### src/design/usf_pkg.sv
package usf_pkg;
	// register offsets on the plain register port
	localparam logic [2:0] OFS_CTRL0 = 3'h0;
	localparam logic [2:0] OFS_CTRL2 = 3'h1;
	localparam logic [2:0] OFS_FIFO = 3'h2;
	localparam logic [2:0] OFS_STAT = 3'h3;
	localparam logic [2:0] OFS_RXB = 3'h4;
	localparam logic [2:0] OFS_TXB = 3'h5;
	localparam logic [2:0] OFS_BRG = 3'h6;
	localparam logic [2:0] OFS_CSUM = 3'h7;
	// control 0 fields
	localparam int CTRL0_ON = 7;
	localparam int CTRL0_TRANSMIT_ENABLE = 5;
	localparam int CTRL0_RXEN = 4;
	localparam int CTRL0_PAREN = 2;
	localparam int CTRL0_LIN = 1;
	localparam int CTRL0_DALI = 0;
	// uart_control_2 fields
	localparam int CTRL2_RUN_DURING_OVERFLOW = 7;
	localparam int CTRL2_RX_POLARITY = 6;
	localparam int CTRL2_STP_HI = 5;
	localparam int CTRL2_STP_LO = 4;
	localparam int CTRL2_CSUM = 3;
	localparam int CTRL2_TX_POLARITY = 2;
	localparam int CTRL2_FLO_HI = 1;
	localparam int CTRL2_FLO_LO = 0;
	// buffer_status_reg fields
	localparam int FIFO_RX_BUFFER_EMPTY = 0;
	localparam int FIFO_RX_BUFFER_FULL = 1;
	localparam int FIFO_TX_WRITE_ERROR = 2;
	localparam int FIFO_TX_BUFFER_FULL = 4;
	localparam int FIFO_TX_BUFFER_EMPTY = 5;
	localparam int FIFO_DLY = 6;
	// status fields
	localparam int STAT_FERR = 2;
	localparam int STAT_PERR = 3;
	localparam int STAT_OVF = 4;
	// reset values
	localparam logic [7:0] CTRL0_RST = 8'h00;
	localparam logic [7:0] CTRL2_RST = 8'h00;
	localparam logic [7:0] BRG_RST = 8'h1A;
	// stop and flow codes
	localparam logic [1:0] STP_ONE = 2'h0;
	localparam logic [1:0] STP_ONEHALF = 2'h1;
	localparam logic [1:0] STP_TWO_BOTH = 2'h2;
	localparam logic [1:0] FLO_XON = 2'h1;
	localparam logic [1:0] FLO_HW = 2'h2;
	localparam logic [7:0] XON_CHAR = 8'h11;
	localparam logic [7:0] XOFF_CHAR = 8'h13;
	// timing in oversample ticks, 16 per bit
	localparam logic [3:0] PH_HALF = 4'h7;
	localparam logic [3:0] PH_LAST = 4'hF;
	localparam logic [5:0] STC_C1 = 6'h0F;
	localparam logic [5:0] STC_C2 = 6'h1F;
	localparam logic [5:0] RX_END_1 = 6'h17;
	localparam logic [5:0] RX_END_15 = 6'h1F;
	localparam logic [5:0] RX_END_2 = 6'h27;
	localparam logic [5:0] TX_END_1 = 6'h0F;
	localparam logic [5:0] TX_END_15 = 6'h17;
	localparam logic [5:0] TX_END_2 = 6'h1F;

	typedef struct packed {
		logic [2:0] addr;
		logic [7:0] wdata;
		logic wr;
		logic rd;
	} usf_req_t;

	typedef enum logic [2:0] {
		RX_IDLE = 3'h0,
		RX_START = 3'h1,
		RX_DATA = 3'h2,
		RX_PAR = 3'h3,
		RX_STOP = 3'h4,
		RX_HALT = 3'h5
	} usf_rx_st_t;

	typedef enum logic [2:0] {
		TX_IDLE = 3'h0,
		TX_START = 3'h1,
		TX_DATA = 3'h2,
		TX_PAR = 3'h3,
		TX_STOP = 3'h4
	} usf_tx_st_t;
endpackage

### src/design/usf_uart_ctl.sv
`timescale 1ns/100ps
module usf_uart_ctl
	import usf_pkg::*;
#(
	parameter int RX_DEPTH = 2
) (
	input wire logic core_clk,
	input wire logic rst_n,
	input wire usf_req_t reg_req,
	output logic [7:0] reg_rdata,
	input wire logic rx_pin,
	input wire logic cts_n,
	output logic tx_pin,
	output logic rts_n,
	output logic driver_enable_out
);
	localparam int PW = (RX_DEPTH > 1) ? $clog2(RX_DEPTH) : 1;
	localparam int CW = $clog2(RX_DEPTH + 1);
	localparam logic [CW-1:0] RX_FULL_CNT = CW'(RX_DEPTH);

	logic [7:0] ctrl0;
	logic [7:0] uart_control_2;
	logic [7:0] brg;
	logic delayed_receive_irq;
	logic framing_error_flag;
	logic parity_error_flag;
	logic rx_overflow;
	logic tx_write_error;
	logic [7:0] csum;
	logic csum_first;
	logic xoff;

	wire on = ctrl0[CTRL0_ON];
	wire transmit_enable = ctrl0[CTRL0_TRANSMIT_ENABLE];
	wire rx_en = ctrl0[CTRL0_RXEN];
	wire par_en = ctrl0[CTRL0_PAREN];
	wire lin_mode = ctrl0[CTRL0_LIN];
	wire dali_mode = ctrl0[CTRL0_DALI];
	wire run_during_overflow = uart_control_2[CTRL2_RUN_DURING_OVERFLOW];
	wire rx_polarity = uart_control_2[CTRL2_RX_POLARITY];
	wire [1:0] stop_count_sel = uart_control_2[CTRL2_STP_HI:CTRL2_STP_LO];
	wire checksum_mode = uart_control_2[CTRL2_CSUM];
	wire tx_polarity = uart_control_2[CTRL2_TX_POLARITY];
	wire [1:0] flow_control_sel = uart_control_2[CTRL2_FLO_HI:CTRL2_FLO_LO];

	// register port decode
	wire wr_ctrl0 = reg_req.wr && reg_req.addr == OFS_CTRL0;
	wire wr_ctrl2 = reg_req.wr && reg_req.addr == OFS_CTRL2;
	wire wr_fifo = reg_req.wr && reg_req.addr == OFS_FIFO;
	wire wr_stat = reg_req.wr && reg_req.addr == OFS_STAT;
	wire wr_txb = reg_req.wr && reg_req.addr == OFS_TXB && on;
	wire wr_brg = reg_req.wr && reg_req.addr == OFS_BRG;
	wire wr_csum = reg_req.wr && reg_req.addr == OFS_CSUM;
	wire rd_rxb = reg_req.rd && reg_req.addr == OFS_RXB;

	// oversample tick, 16 per bit
	logic [7:0] div_cnt;
	logic tick;
	always_ff @(posedge core_clk) begin
		if (!rst_n || !on) begin
			div_cnt <= 8'h00;
			tick <= 1'b0;
		end else begin
			div_cnt <= (div_cnt == brg) ? 8'h00 : div_cnt + 8'h01;
			tick <= (div_cnt == brg);
		end
	end

	// pin synchronisers: bit 0 receive line, bit 1 clear-to-send
	logic [1:0] sy1;
	logic [1:0] sy2;
	logic [1:0] sy3;
	logic [1:0] pin_stable;
	always_ff @(posedge core_clk) begin
		if (!rst_n) begin
			sy1 <= 2'h3;
			sy2 <= 2'h3;
			sy3 <= 2'h3;
			pin_stable <= 2'h3;
		end else begin
			sy1 <= {cts_n, rx_pin};
			sy2 <= sy1;
			sy3 <= sy2;
			pin_stable <= (sy2 & ~(sy2 ^ sy3)) | (pin_stable & (sy2 ^ sy3));
		end
	end
	wire rx_in = pin_stable[0] ^ rx_polarity;

	// receive path
	usf_rx_st_t rx_state;
	logic [3:0] rx_ph;
	logic [2:0] rx_bitn;
	logic [5:0] rx_stc;
	logic [7:0] rx_shift;
	logic rx_hold;
	logic [7:0] rx_mem [RX_DEPTH];
	logic [PW-1:0] rx_rd;
	logic [PW-1:0] rx_wr;
	logic [CW-1:0] rx_count;

	wire rx_full = rx_count == RX_FULL_CNT;
	wire rx_t = tick && rx_state == RX_STOP;
	wire at_c1 = rx_t && rx_stc == STC_C1;
	wire at_c2 = rx_t && rx_stc == STC_C2;
	wire both = stop_count_sel == STP_TWO_BOTH;
	wire rx_store = both ? at_c2 : at_c1;
	wire rx_verify_fail = (at_c1 || (at_c2 && both)) && !rx_in;
	// receive frame length per stop field
	wire [5:0] rx_end = (stop_count_sel == STP_ONE) ? RX_END_1 :
		(stop_count_sel == STP_ONEHALF) ? RX_END_15 : RX_END_2;
	wire end_stop = rx_t && rx_stc == rx_end;
	wire rx_par_err = tick && rx_state == RX_PAR && rx_ph == PH_LAST &&
		((^rx_shift) ^ rx_in);
	// words seen during overflow are dropped, framing kept
	wire push = rx_store && !rx_full && !rx_overflow;
	wire ovf_set = rx_store && rx_full;
	wire halt_now = ovf_set && !run_during_overflow;
	wire pop = rd_rxb && rx_count != '0;
	wire rx_flush = !on || (wr_fifo && reg_req.wdata[FIFO_RX_BUFFER_EMPTY]);

	always_ff @(posedge core_clk) begin
		if (!rst_n || !on || !rx_en) begin
			rx_state <= RX_IDLE;
			rx_ph <= 4'h0;
			rx_bitn <= 3'h0;
			rx_stc <= 6'h00;
			rx_shift <= 8'h00;
			rx_hold <= 1'b0;
		end else begin
			unique case (rx_state)
				RX_IDLE: begin
					if (tick && !rx_in) begin
						rx_state <= RX_START;
						rx_ph <= 4'h0;
					end
				end
				RX_START: begin
					if (tick && rx_ph == PH_HALF) begin
						rx_state <= rx_in ? RX_IDLE : RX_DATA;
						rx_ph <= 4'h0;
						rx_bitn <= 3'h0;
					end else if (tick) begin
						rx_ph <= rx_ph + 4'h1;
					end
				end
				RX_DATA: begin
					if (tick) begin
						rx_ph <= rx_ph + 4'h1;
					end
					if (tick && rx_ph == PH_LAST) begin
						rx_shift <= {rx_in, rx_shift[7:1]};
						rx_bitn <= rx_bitn + 3'h1;
						if (rx_bitn == 3'h7) begin
							rx_state <= par_en ? RX_PAR : RX_STOP;
							rx_stc <= 6'h00;
						end
					end
				end
				RX_PAR: begin
					if (tick) begin
						rx_ph <= rx_ph + 4'h1;
					end
					if (tick && rx_ph == PH_LAST) begin
						rx_state <= RX_STOP;
					end
				end
				RX_STOP: begin
					if (tick) begin
						rx_stc <= rx_stc + 6'h01;
					end
					// halt or frame end clears the hold flag; a delayed push sets it
					if (halt_now) begin
						rx_state <= RX_HALT;
						rx_hold <= 1'b0;
					end else if (end_stop) begin
						rx_state <= RX_IDLE;
						rx_hold <= 1'b0;
					end else if (push && delayed_receive_irq) begin
						rx_hold <= 1'b1;
					end
				end
				RX_HALT: begin
					// restart blind: may resync mid-word
					if (!rx_overflow) begin
						rx_state <= RX_IDLE;
					end
				end
				default: begin
					rx_state <= RX_IDLE;
				end
			endcase
		end
	end

	// RX_DEPTH-entry receive buffer (two by default), read pops oldest
	always_ff @(posedge core_clk) begin
		if (push) begin
			rx_mem[rx_wr] <= rx_shift;
		end
	end
	always_ff @(posedge core_clk) begin
		if (!rst_n || rx_flush) begin
			rx_rd <= '0;
			rx_wr <= '0;
			rx_count <= '0;
		end else begin
			if (push) begin
				rx_wr <= PW'(rx_wr + 1'b1);
			end
			if (pop) begin
				rx_rd <= PW'(rx_rd + 1'b1);
			end
			rx_count <= rx_count + CW'(push) - CW'(pop);
		end
	end
	wire receive_irq_flag = rx_count != '0 && !rx_hold;
	wire rx_buffer_empty = !receive_irq_flag;

	// transmit path
	usf_tx_st_t tx_state;
	logic [3:0] tx_ph;
	logic [2:0] tx_bitn;
	logic [5:0] tx_stc;
	logic [7:0] tx_buf;
	logic tx_buf_valid;
	logic [7:0] tx_shift;
	logic tx_loaded;

	wire tx_active = tx_state == TX_START || tx_state == TX_DATA ||
		tx_state == TX_PAR;
	// direct path into a free shifter
	wire wr_direct = wr_txb && !tx_buf_valid && !tx_loaded;
	wire wr_buf = wr_txb && !tx_buf_valid && tx_loaded;
	wire buf_to_sh = tx_buf_valid && !tx_loaded;
	wire tx_reject = wr_txb && tx_buf_valid;
	wire tx_flush = wr_fifo && reg_req.wdata[FIFO_TX_BUFFER_EMPTY];
	wire flow_ok = (flow_control_sel == FLO_XON) ? !xoff :
		(flow_control_sel == FLO_HW) ? !pin_stable[1] : 1'b1;
	wire tx_go = tick && tx_state == TX_IDLE && tx_loaded &&
		transmit_enable && flow_ok;
	wire tx_bit_end = tick && tx_ph == PH_LAST;
	wire data_done = tx_bit_end && ((tx_state == TX_DATA &&
		tx_bitn == 3'h7 && !par_en) || tx_state == TX_PAR);
	wire [5:0] tx_end = (stop_count_sel == STP_ONE) ? TX_END_1 :
		(stop_count_sel == STP_ONEHALF) ? TX_END_15 : TX_END_2;
	// lighting mode chains words, stops only after the last
	wire dali_chain = dali_mode && tx_buf_valid;
	wire tx_bit = (tx_state == TX_START) ? 1'b0 :
		(tx_state == TX_DATA) ? tx_shift[tx_bitn] :
		(tx_state == TX_PAR) ? ^tx_shift : 1'b1;

	always_ff @(posedge core_clk) begin
		if (!rst_n || !on) begin
			tx_state <= TX_IDLE;
			tx_ph <= 4'h0;
			tx_bitn <= 3'h0;
			tx_stc <= 6'h00;
		end else begin
			unique case (tx_state)
				TX_IDLE: begin
					if (tx_go) begin
						tx_state <= TX_START;
						tx_ph <= 4'h0;
					end
				end
				TX_START: begin
					if (tick) begin
						tx_ph <= tx_ph + 4'h1;
					end
					if (tx_bit_end) begin
						tx_state <= TX_DATA;
						tx_bitn <= 3'h0;
					end
				end
				TX_DATA, TX_PAR: begin
					if (tick) begin
						tx_ph <= tx_ph + 4'h1;
					end
					if (tx_bit_end && tx_state == TX_DATA) begin
						tx_bitn <= tx_bitn + 3'h1;
						if (tx_bitn == 3'h7 && par_en) begin
							tx_state <= TX_PAR;
						end
					end
					if (data_done) begin
						tx_state <= dali_chain ? TX_IDLE : TX_STOP;
						tx_stc <= 6'h00;
					end
				end
				TX_STOP: begin
					if (tick) begin
						tx_stc <= tx_stc + 6'h01;
					end
					if (tick && tx_stc == tx_end) begin
						tx_state <= TX_IDLE;
					end
				end
				default: begin
					tx_state <= TX_IDLE;
				end
			endcase
		end
	end

	// off drops buffer and shifter contents
	always_ff @(posedge core_clk) begin
		if (!rst_n || !on) begin
			tx_buf_valid <= 1'b0;
			tx_loaded <= 1'b0;
			tx_buf <= 8'h00;
			tx_shift <= 8'h00;
		end else begin
			if (wr_buf) begin
				tx_buf <= reg_req.wdata;
			end
			if (wr_direct) begin
				tx_shift <= reg_req.wdata;
			end else if (buf_to_sh) begin
				tx_shift <= tx_buf;
			end
			if (tx_flush) begin
				tx_buf_valid <= 1'b0;
			end else if (wr_buf) begin
				tx_buf_valid <= 1'b1;
			end else if (buf_to_sh) begin
				tx_buf_valid <= 1'b0;
			end
			if (tx_flush && !tx_active) begin
				tx_loaded <= 1'b0;
			end else if (wr_direct || buf_to_sh) begin
				tx_loaded <= 1'b1;
			end else if (data_done) begin
				tx_loaded <= 1'b0;
			end
		end
	end
	wire transmit_irq_flag = !tx_buf_valid;
	wire tx_buffer_empty = transmit_irq_flag;
	wire tx_buffer_full = !transmit_irq_flag;

	wire csum_on = lin_mode ? (checksum_mode || !csum_first) : checksum_mode;
	wire [7:0] add_tx = (tx_go && csum_on) ? tx_shift : 8'h00;
	wire [7:0] add_rx = (push && csum_on) ? rx_shift : 8'h00;

	// control registers and sticky flags; a set beats a clear
	always_ff @(posedge core_clk) begin
		if (!rst_n) begin
			ctrl0 <= CTRL0_RST;
			uart_control_2 <= CTRL2_RST;
			brg <= BRG_RST;
			delayed_receive_irq <= 1'b0;
			framing_error_flag <= 1'b0;
			parity_error_flag <= 1'b0;
			rx_overflow <= 1'b0;
			tx_write_error <= 1'b0;
			csum <= 8'h00;
			csum_first <= 1'b1;
			xoff <= 1'b0;
		end else begin
			if (wr_ctrl0) begin
				ctrl0 <= reg_req.wdata;
			end
			if (wr_ctrl2) begin
				uart_control_2 <= reg_req.wdata;
			end
			if (wr_brg) begin
				brg <= reg_req.wdata;
			end
			if (wr_fifo) begin
				delayed_receive_irq <= reg_req.wdata[FIFO_DLY];
			end
			framing_error_flag <= rx_verify_fail | (framing_error_flag &
				!(wr_stat && reg_req.wdata[STAT_FERR]));
			parity_error_flag <= rx_par_err | (parity_error_flag &
				!(wr_stat && reg_req.wdata[STAT_PERR]));
			rx_overflow <= ovf_set | (rx_overflow & on &
				!(wr_stat && reg_req.wdata[STAT_OVF]));
			tx_write_error <= tx_reject | (tx_write_error &
				!(wr_fifo && reg_req.wdata[FIFO_TX_WRITE_ERROR]));
			if (wr_csum) begin
				csum <= 8'h00;
				csum_first <= 1'b1;
			end else begin
				csum <= csum + add_tx + add_rx;
				if (tx_go || push) begin
					csum_first <= 1'b0;
				end
			end
			if (push && flow_control_sel == FLO_XON) begin
				if (rx_shift == XOFF_CHAR) begin
					xoff <= 1'b1;
				end else if (rx_shift == XON_CHAR) begin
					xoff <= 1'b0;
				end
			end
		end
	end

	// read mux; the transmit offset OFS_TXB has no read path and reads as 00
	wire [7:0] fifo_view = {1'b0, delayed_receive_irq, tx_buffer_empty,
		tx_buffer_full, 1'b0, tx_write_error, rx_full, rx_buffer_empty};
	wire [7:0] stat_view = {3'h0, rx_overflow, parity_error_flag,
		framing_error_flag, transmit_irq_flag, receive_irq_flag};
	wire [7:0] rxb_view = (rx_count != '0) ? rx_mem[rx_rd] : 8'h00;
	wire [7:0] rd_mux = (reg_req.addr == OFS_CTRL0) ? ctrl0 :
		(reg_req.addr == OFS_CTRL2) ? uart_control_2 :
		(reg_req.addr == OFS_FIFO) ? fifo_view :
		(reg_req.addr == OFS_STAT) ? stat_view :
		(reg_req.addr == OFS_RXB) ? rxb_view :
		(reg_req.addr == OFS_BRG) ? brg :
		(reg_req.addr == OFS_CSUM) ? csum : 8'h00;

	always_ff @(posedge core_clk) begin
		if (!rst_n) begin
			reg_rdata <= 8'h00;
			tx_pin <= 1'b1;
			rts_n <= 1'b0;
			driver_enable_out <= 1'b0;
		end else begin
			reg_rdata <= reg_req.rd ? rd_mux : 8'h00;
			tx_pin <= tx_bit ^ tx_polarity;
			rts_n <= (flow_control_sel == FLO_HW) && rx_full;
			driver_enable_out <= (flow_control_sel == FLO_HW) &&
				tx_state != TX_IDLE;
		end
	end
endmodule

### config.mk
export PLATFORM = sky130hd
export DESIGN_NAME = usf_uart_ctl
export DESIGN_NICKNAME = d
export VERILOG_FILES = /design/src/design/usf_pkg.sv /design/src/design/usf_uart_ctl.sv
export SDC_FILE = /design/constraint.sdc
export NUM_CORES = 1
export LEC_CHECK = 0
export ABC_AREA = 1
export BUFFER_PORTS_ARGS = -buffer_cell sky130_fd_sc_hd__buf_4
export CORE_ASPECT_RATIO = 1.75
export CORE_MARGIN = 1
export CORE_UTILIZATION = 55
export CTS_CLUSTER_DIAMETER = 60
export DETAILED_ROUTE_END_ITERATION = 12
export GPL_TIMING_DRIVEN = 0
export MAX_ROUTING_LAYER = met4
export PLACE_DENSITY = 0.72
export SLEW_MARGIN = 20
export SYNTH_ARGS = -nofsm -noshare
export SYNTH_HDL_FRONTEND = slang
export SYNTH_SLANG_ARGS = --single-unit
export TNS_END_PERCENT = 100
### constraint.sdc
create_clock -name core_clk -period 3.9 [get_ports core_clk]
set_clock_uncertainty 0.2 [all_clocks]
set_input_delay 0 -clock core_clk [delete_from_list [all_inputs] [get_ports core_clk]]
set_output_delay 0 -clock core_clk [all_outputs]
set_load 0.01 [all_outputs]
Word level (Yosys, flattened, before mapping)
Memory sizes are Yosys's and may differ from the RTL's. A register that Yosys moved wholly into a read port is not among the register bits.
Index checks and enable logic that the tools add are counted.
{ "op_classes": {"addsub": 13, "n_mul": 0, "div": 0, "magnitude_cmp": 1, "eq_ne": 50, "n_shift": 0, "n_mux": 77, "bitwise_logic": 18, "reduce_logical": 126} }
{ "ops": {"columns": ["op", "count"], "rows": [
  ["two-way mux 8 bit", 12],
  ["two-way mux 3 bit", 20],
  ["logical AND 1 bit", 57],
  ["two-way mux 6 bit", 7],
  ["equality test 3 bit (second input constant)", 9],
  ["two-way mux 4 bit", 6],
  ["inequality test 2 bit (second input constant)", 12],
  ["one-hot mux 6 bit (2 select lines)", 2],
  ["two-way mux 1 bit", 21],
  ["zero test 1 bit", 20],
  ["nonzero test 2 bit", 10],
  ["equality test 3 x 2 -> 1 bit (second input constant)", 6],
  ["one-hot mux 3 bit (6 select lines)", 1],
  ["adder 8 bit", 2],
  ["equality test 8 x 5 -> 1 bit (second input constant)", 2],
  ["XOR reduction 8 bit", 2],
  ["adder 6 x 1 -> 6 bit (second input constant)", 2],
  ["one-hot mux 3 bit (2 select lines)", 2],
  ["one-hot mux 3 bit (4 select lines)", 1],
  ["one-hot mux 4 bit (3 select lines)", 1],
  ["AND reduction 3 bit", 4],
  ["OR reduction 2 bit", 6],
  ["logical OR 1 bit", 11],
  ["AND reduction 2 bit", 5],
  ["38 further kinds", 64]
]} }
{ "word_totals": {"reg_bits": 130, "latchBits": 0, "ram_bits": 16, "mem_bits_ro": 0, "in_bits": 17, "out_inout_bits": 11, "elab_cells": 324, "mem_count": 1} }
{ "mem_list": {"columns": ["name", "words", "word_bits", "rd", "rd_clocked_by_memory_dff", "write_ports", "line", "rtl"], "rows": [
  ["rx_mem", 2, 8, 1, 1, 1, "usf_uart_ctl.sv:96", "logic [7:0] rx_mem [RX_DEPTH];"]
]} }

Depth between registers and ports, before layout
{ "depth": {"depth_word": 10, "ltp_mapped": 21} }

Least setup slack after synthesis
Ideal clock, no wire load.
{ "synth_path": {"path_type": "register to register", "startpoint": "register rx_stc[0]", "endpoint": "register csum[7]", "setup_ns": 0.115, "arrival_ns": 2.826, "required_time_ns": 3.585, "setup_slack_ns": 0.759, "stages_incl_launch_ff": 19, "path_buffers": 0, "cell_sequence": "dfxtp_1 -> ha_1 -> nand2_1 -> inv_1 -> nand3_1 -> nor3_4 -> nand2_2 -> nor2_2 -> inv_2 -> nor2_1 -> fa_1 -> ha_1 -> inv_1 -> nor3_1 -> nand2_1 -> o211ai_1 -> nand3_1 -> a21oi_1 -> nor2_1"} }
{ "synth_via": {"elab_chain_len": 8} }
{ "synth_lines": {"columns": ["element", "line", "rtl"], "rows": [
  ["from (decl)", "usf_uart_ctl.sv:93", "logic [5:0] rx_stc;"],
  ["from (signal assigned)", "usf_uart_ctl.sv:169", "rx_stc <= rx_stc + 6'h01;"],
  ["equality test 6 x 4 -> 1 bit / equality test 6 x 5 -> 1 bit (equally long branches)", "usf_uart_ctl.sv:103, usf_uart_ctl.sv:104", null],
  ["logical AND 1 bit, on equally long branches", "usf_uart_ctl.sv:103, usf_uart_ctl.sv:104", null],
  ["two-way mux 1 bit (*)", "usf_uart_ctl.sv:106", "wire rx_store = both ? at_c2 : at_c1;"],
  ["logical AND 1 bit (*) (2 in a row)", "usf_uart_ctl.sv:115", "wire push = rx_store && !rx_full && !rx_overflow;"],
  ["logical AND 1 bit (*)", "usf_uart_ctl.sv:343", "wire [7:0] add_rx = (push && csum_on) ? rx_shift : 8'h00;"],
  ["two-way mux 8 bit (*)", "usf_uart_ctl.sv:343", null],
  ["adder 8 bit (*)", "usf_uart_ctl.sv:384", "csum <= csum + add_tx + add_rx;"],
  ["to (signal assigned)", "usf_uart_ctl.sv:384", null],
  ["to (decl)", "usf_uart_ctl.sv:29", "logic [7:0] csum;"]
]} }
Every way passes the cells marked *; elsewhere a longest branch is shown, timed or not.
A chain may end at the register's enable or synchronous reset.

Worst setup path after layout
Ends and elaborated chain as after synthesis.

==> impl_metrics.tcl <==
set metrics [dict create \
    syn2layout_area_growth_pct 17.2 \
    drive_above_1_share 0.110 \
    diodes 0 \
    portBuffers 26 \
    initial_utilization 0.560 \
    final_area_sq_um 8450 \
    setup_viol 0 \
    yosys_warnings 0 \
    grt_pass1_wl_mm 30.5 \
    post-route-util 0.657 \
    wl_mm 19.5 \
    drc 0 \
    hp-class "in2reg" \
    die-area_sq_um 13600 \
    place_hpwl_mm 14.7 \
    syn_inst 954 \
    maxCapViolations 0 \
    cp_max_fo 7 \
    holdWs_ps 105 \
    avgSynthCellArea_sq_um 7.56 \
    total_power_mw 3.21 \
    async_flop_share 0 \
    tns_ps 0 \
    die_h_microns 153 \
    critPathRequiredTime_ps 4020 \
    ir_drop_mv 0.303 \
    tritoncts "yes" \
    synth.net_count 1001 \
    cts-root-buf "clkbuf_16" \
    synth_top_flop_cell "dfxtp_1" \
    post-route-period-util 0.929 \
    dr.pass1.iters 5 \
    status "completed" \
    yosysMostFrequentCell "nand2_1" \
    wire_per_inst_microns 16.2 \
    cp_data_arrival_time_ps 3740 \
    synth_common_cells "nand2_1, dfxtp_1, inv_1" \
    worst_skew_pair.late_latency_ps 430 \
    fp.dieW_microns 88.5 \
    yosysTopAreaCell "dfxtp_1" \
    placedInstanceArea_sq_um 7620 \
    antenna_found_initial 0 \
    gp_congestion 0.967 \
    hold_viol 0 \
    yosysSeqAreaShare 0.430 \
    grt_usage 0.311 \
    leakagePower_nw 3.39 \
    critPathCaptureType "flop" \
    numCtsBuffers 17 \
    nets 1071 \
    timing.fmax_mhz 276 \
    fin_crit_ps 3620 \
    viasPerCell 5.49 \
    finalMaxSlewViolations 0 \
    yosys-top-cells-area "dfxtp_1, nand2_1, a21oi_1" \
    row_count 55 \
    grt_start_max_net_pins 17 \
    worst_slew_pin_slew_ps 853 \
    ys_seq_elements 147 \
    h-tree-depth 4 \
    ios 28 \
    core_sq_um 12900 \
    grt_setup_unrepaired "no" \
    synth_edf_count 16 \
    clk_path_buf_depth 2 \
    first_iter_violations 444 \
    synth_area_sq_um 7210 \
    ant_nets 0 \
    p_per_area_nw_per_um2 380 \
    grt_overflow_total 0 \
    grt_pass1_vias 6234 \
    clock_sinks 147 \
    cp-start-kind "flop" \
    vias 6633 \
    netlist.area_leader.share 0.364 \
    slew_headroom 0.430 \
    crit_type "reg2reg" \
    yosys.cell_types.count 45 \
    clk_pin_slew_worst_paths_ps 70 \
]
-- routing by layer --
| layer | part of all wire | vias to the layer above | wire length, microns | GRT usage |
|---|---|---|---|---|
| met5 | 0 | - | 0 | - |
| met4 | 0.069 | 0 | 1350 | 0.224 |
| met3 | 0.047 | 94 | 924 | 0.0502 |
| met2 | 0.50 | 210 | 9850 | 0.514 |
| met1 | 0.38 | 3045 | 7390 | 0.326 |
| li1 | - | 3284 | - | - |
-- cell usage in the layout (no fill, tap or decap), types with 8 or more instances in the layout --
| cell type | n |
|---|---|
| a21oi_1 | 100 |
| buf_4 | 27 |
| clkbuf_1 | 10 |
| clkbuf_16 | 17 |
| dfxtp_1 | 130 |
| dlygate4sd3_1 | 24 |
| edfxtp_1 | 16 |
| fa_1 | 8 |
| ha_1 | 21 |
| inv_1 | 125 |
| inv_2 | 12 |
| nand2_1 | 167 |
| nand3_1 | 39 |
| nand4_1 | 12 |
| nor2_1 | 103 |
| nor3_1 | 16 |
| o21ai_0 | 80 |
| o22ai_1 | 8 |
| or2_2 | 11 |
| xnor2_1 | 8 |
| xor2_1 | 16 |
-- registers in the layout, summed over array words and instances (netlist names), 2 cells and up, named ones only --
register	count
rx_mem	16
brg	8
csum	8
ctrl0	8
div_cnt	8
reg_rdata	8
rx_shift	8
tx_buf	8
tx_shift	8
uart_control_2	8
rx_stc	6
tx_stc	6
rx_ph	4
tx_ph	4
rx_bitn	3
rx_state	3
tx_bitn	3
tx_state	3
rx_count	2
sy1	2
sy2	2
sy3	2
-- what timing repair did --
action | in CTS | in global routing
hold endpoints to repair | 80 | 0
setup endpoints to repair | 0 | 2
hold buffers | 24 | 0
gates resized for setup | 0 | 6
buffers inserted | 0 | 1
-- worst paths after layout --
path	from	endpoint	slack, ps	cells after the start
worst max-delay path	rx_stc[0]$_SDFFE_PP0P_	csum[7]$_SDFF_PP0_	280	18
worst min-delay path	rx_pin	sy1[0]$_SDFF_PN1_	100	3
worst max register to register	rx_stc[0]$_SDFFE_PP0P_	csum[7]$_SDFF_PP0_	280	18
worst min register to register	sy1[0]$_SDFF_PN1_	sy2[0]$_SDFF_PN1_	220	1
-- area by class of cell --
class / count / area (sq um)
repair buffers: 51 / 443
clock buffers: 17 / 425
multi-input cells: 655 / 3560
flip-flops and latches: 147 / 3100
fillers: 1148 / 4420
plain buffers: 13 / 52.6
inverters: 139 / 522
clock inverters: 15 / 126
well taps: 171 / 214
-- worst max-delay path, stage by stage, from the launching register on --
cell      delay [ps]
dfxtp_1          370
ha_1             180
nand2_1           70
inv_1             80
nand3_1          140
nor3_4           320
nand2_4          160
nor2_4           150
inv_2             70
nor2_2           140
fa_1             450
ha_1             370
inv_1             70
nor3_1           190
nand2_1           70
o211ai_1         120
nand3_1          130
a21oi_1          170
nor2_1            60
-- cell families (layout without fill, tap and decap cells) --
group,after synthesis,in the layout,share of synthesized area
compound gates,220,220,0.164
xor+xnor,24,24,0.0292
fa+ha+maj,30,30,0.0604
buf+inv,152,235,0.0797
flops,147,147,0.430
simple gates,381,381,0.237
-- power by group --
part	internal (mW)	switching (mW)	total (mW)
clock	0.831	0.707	1.54
combinational	0.0464	0.0761	0.123
sequential	1.54	0.0106	1.55
total	2.41	0.794	3.21
-- per-stage QoR --
| stage | cells | setup WS, ps |
|---|---|---|
| after floorplan | 954 | 759 |
| after global placement | 1151 | 209 |
| after global routing | 1208 | 47.5 |
| final | 1208 | 277 |
| after detailed placement | 1151 | 131 |
| after CTS | 1207 | 104 |
Power figures use the tool's default switching activity.
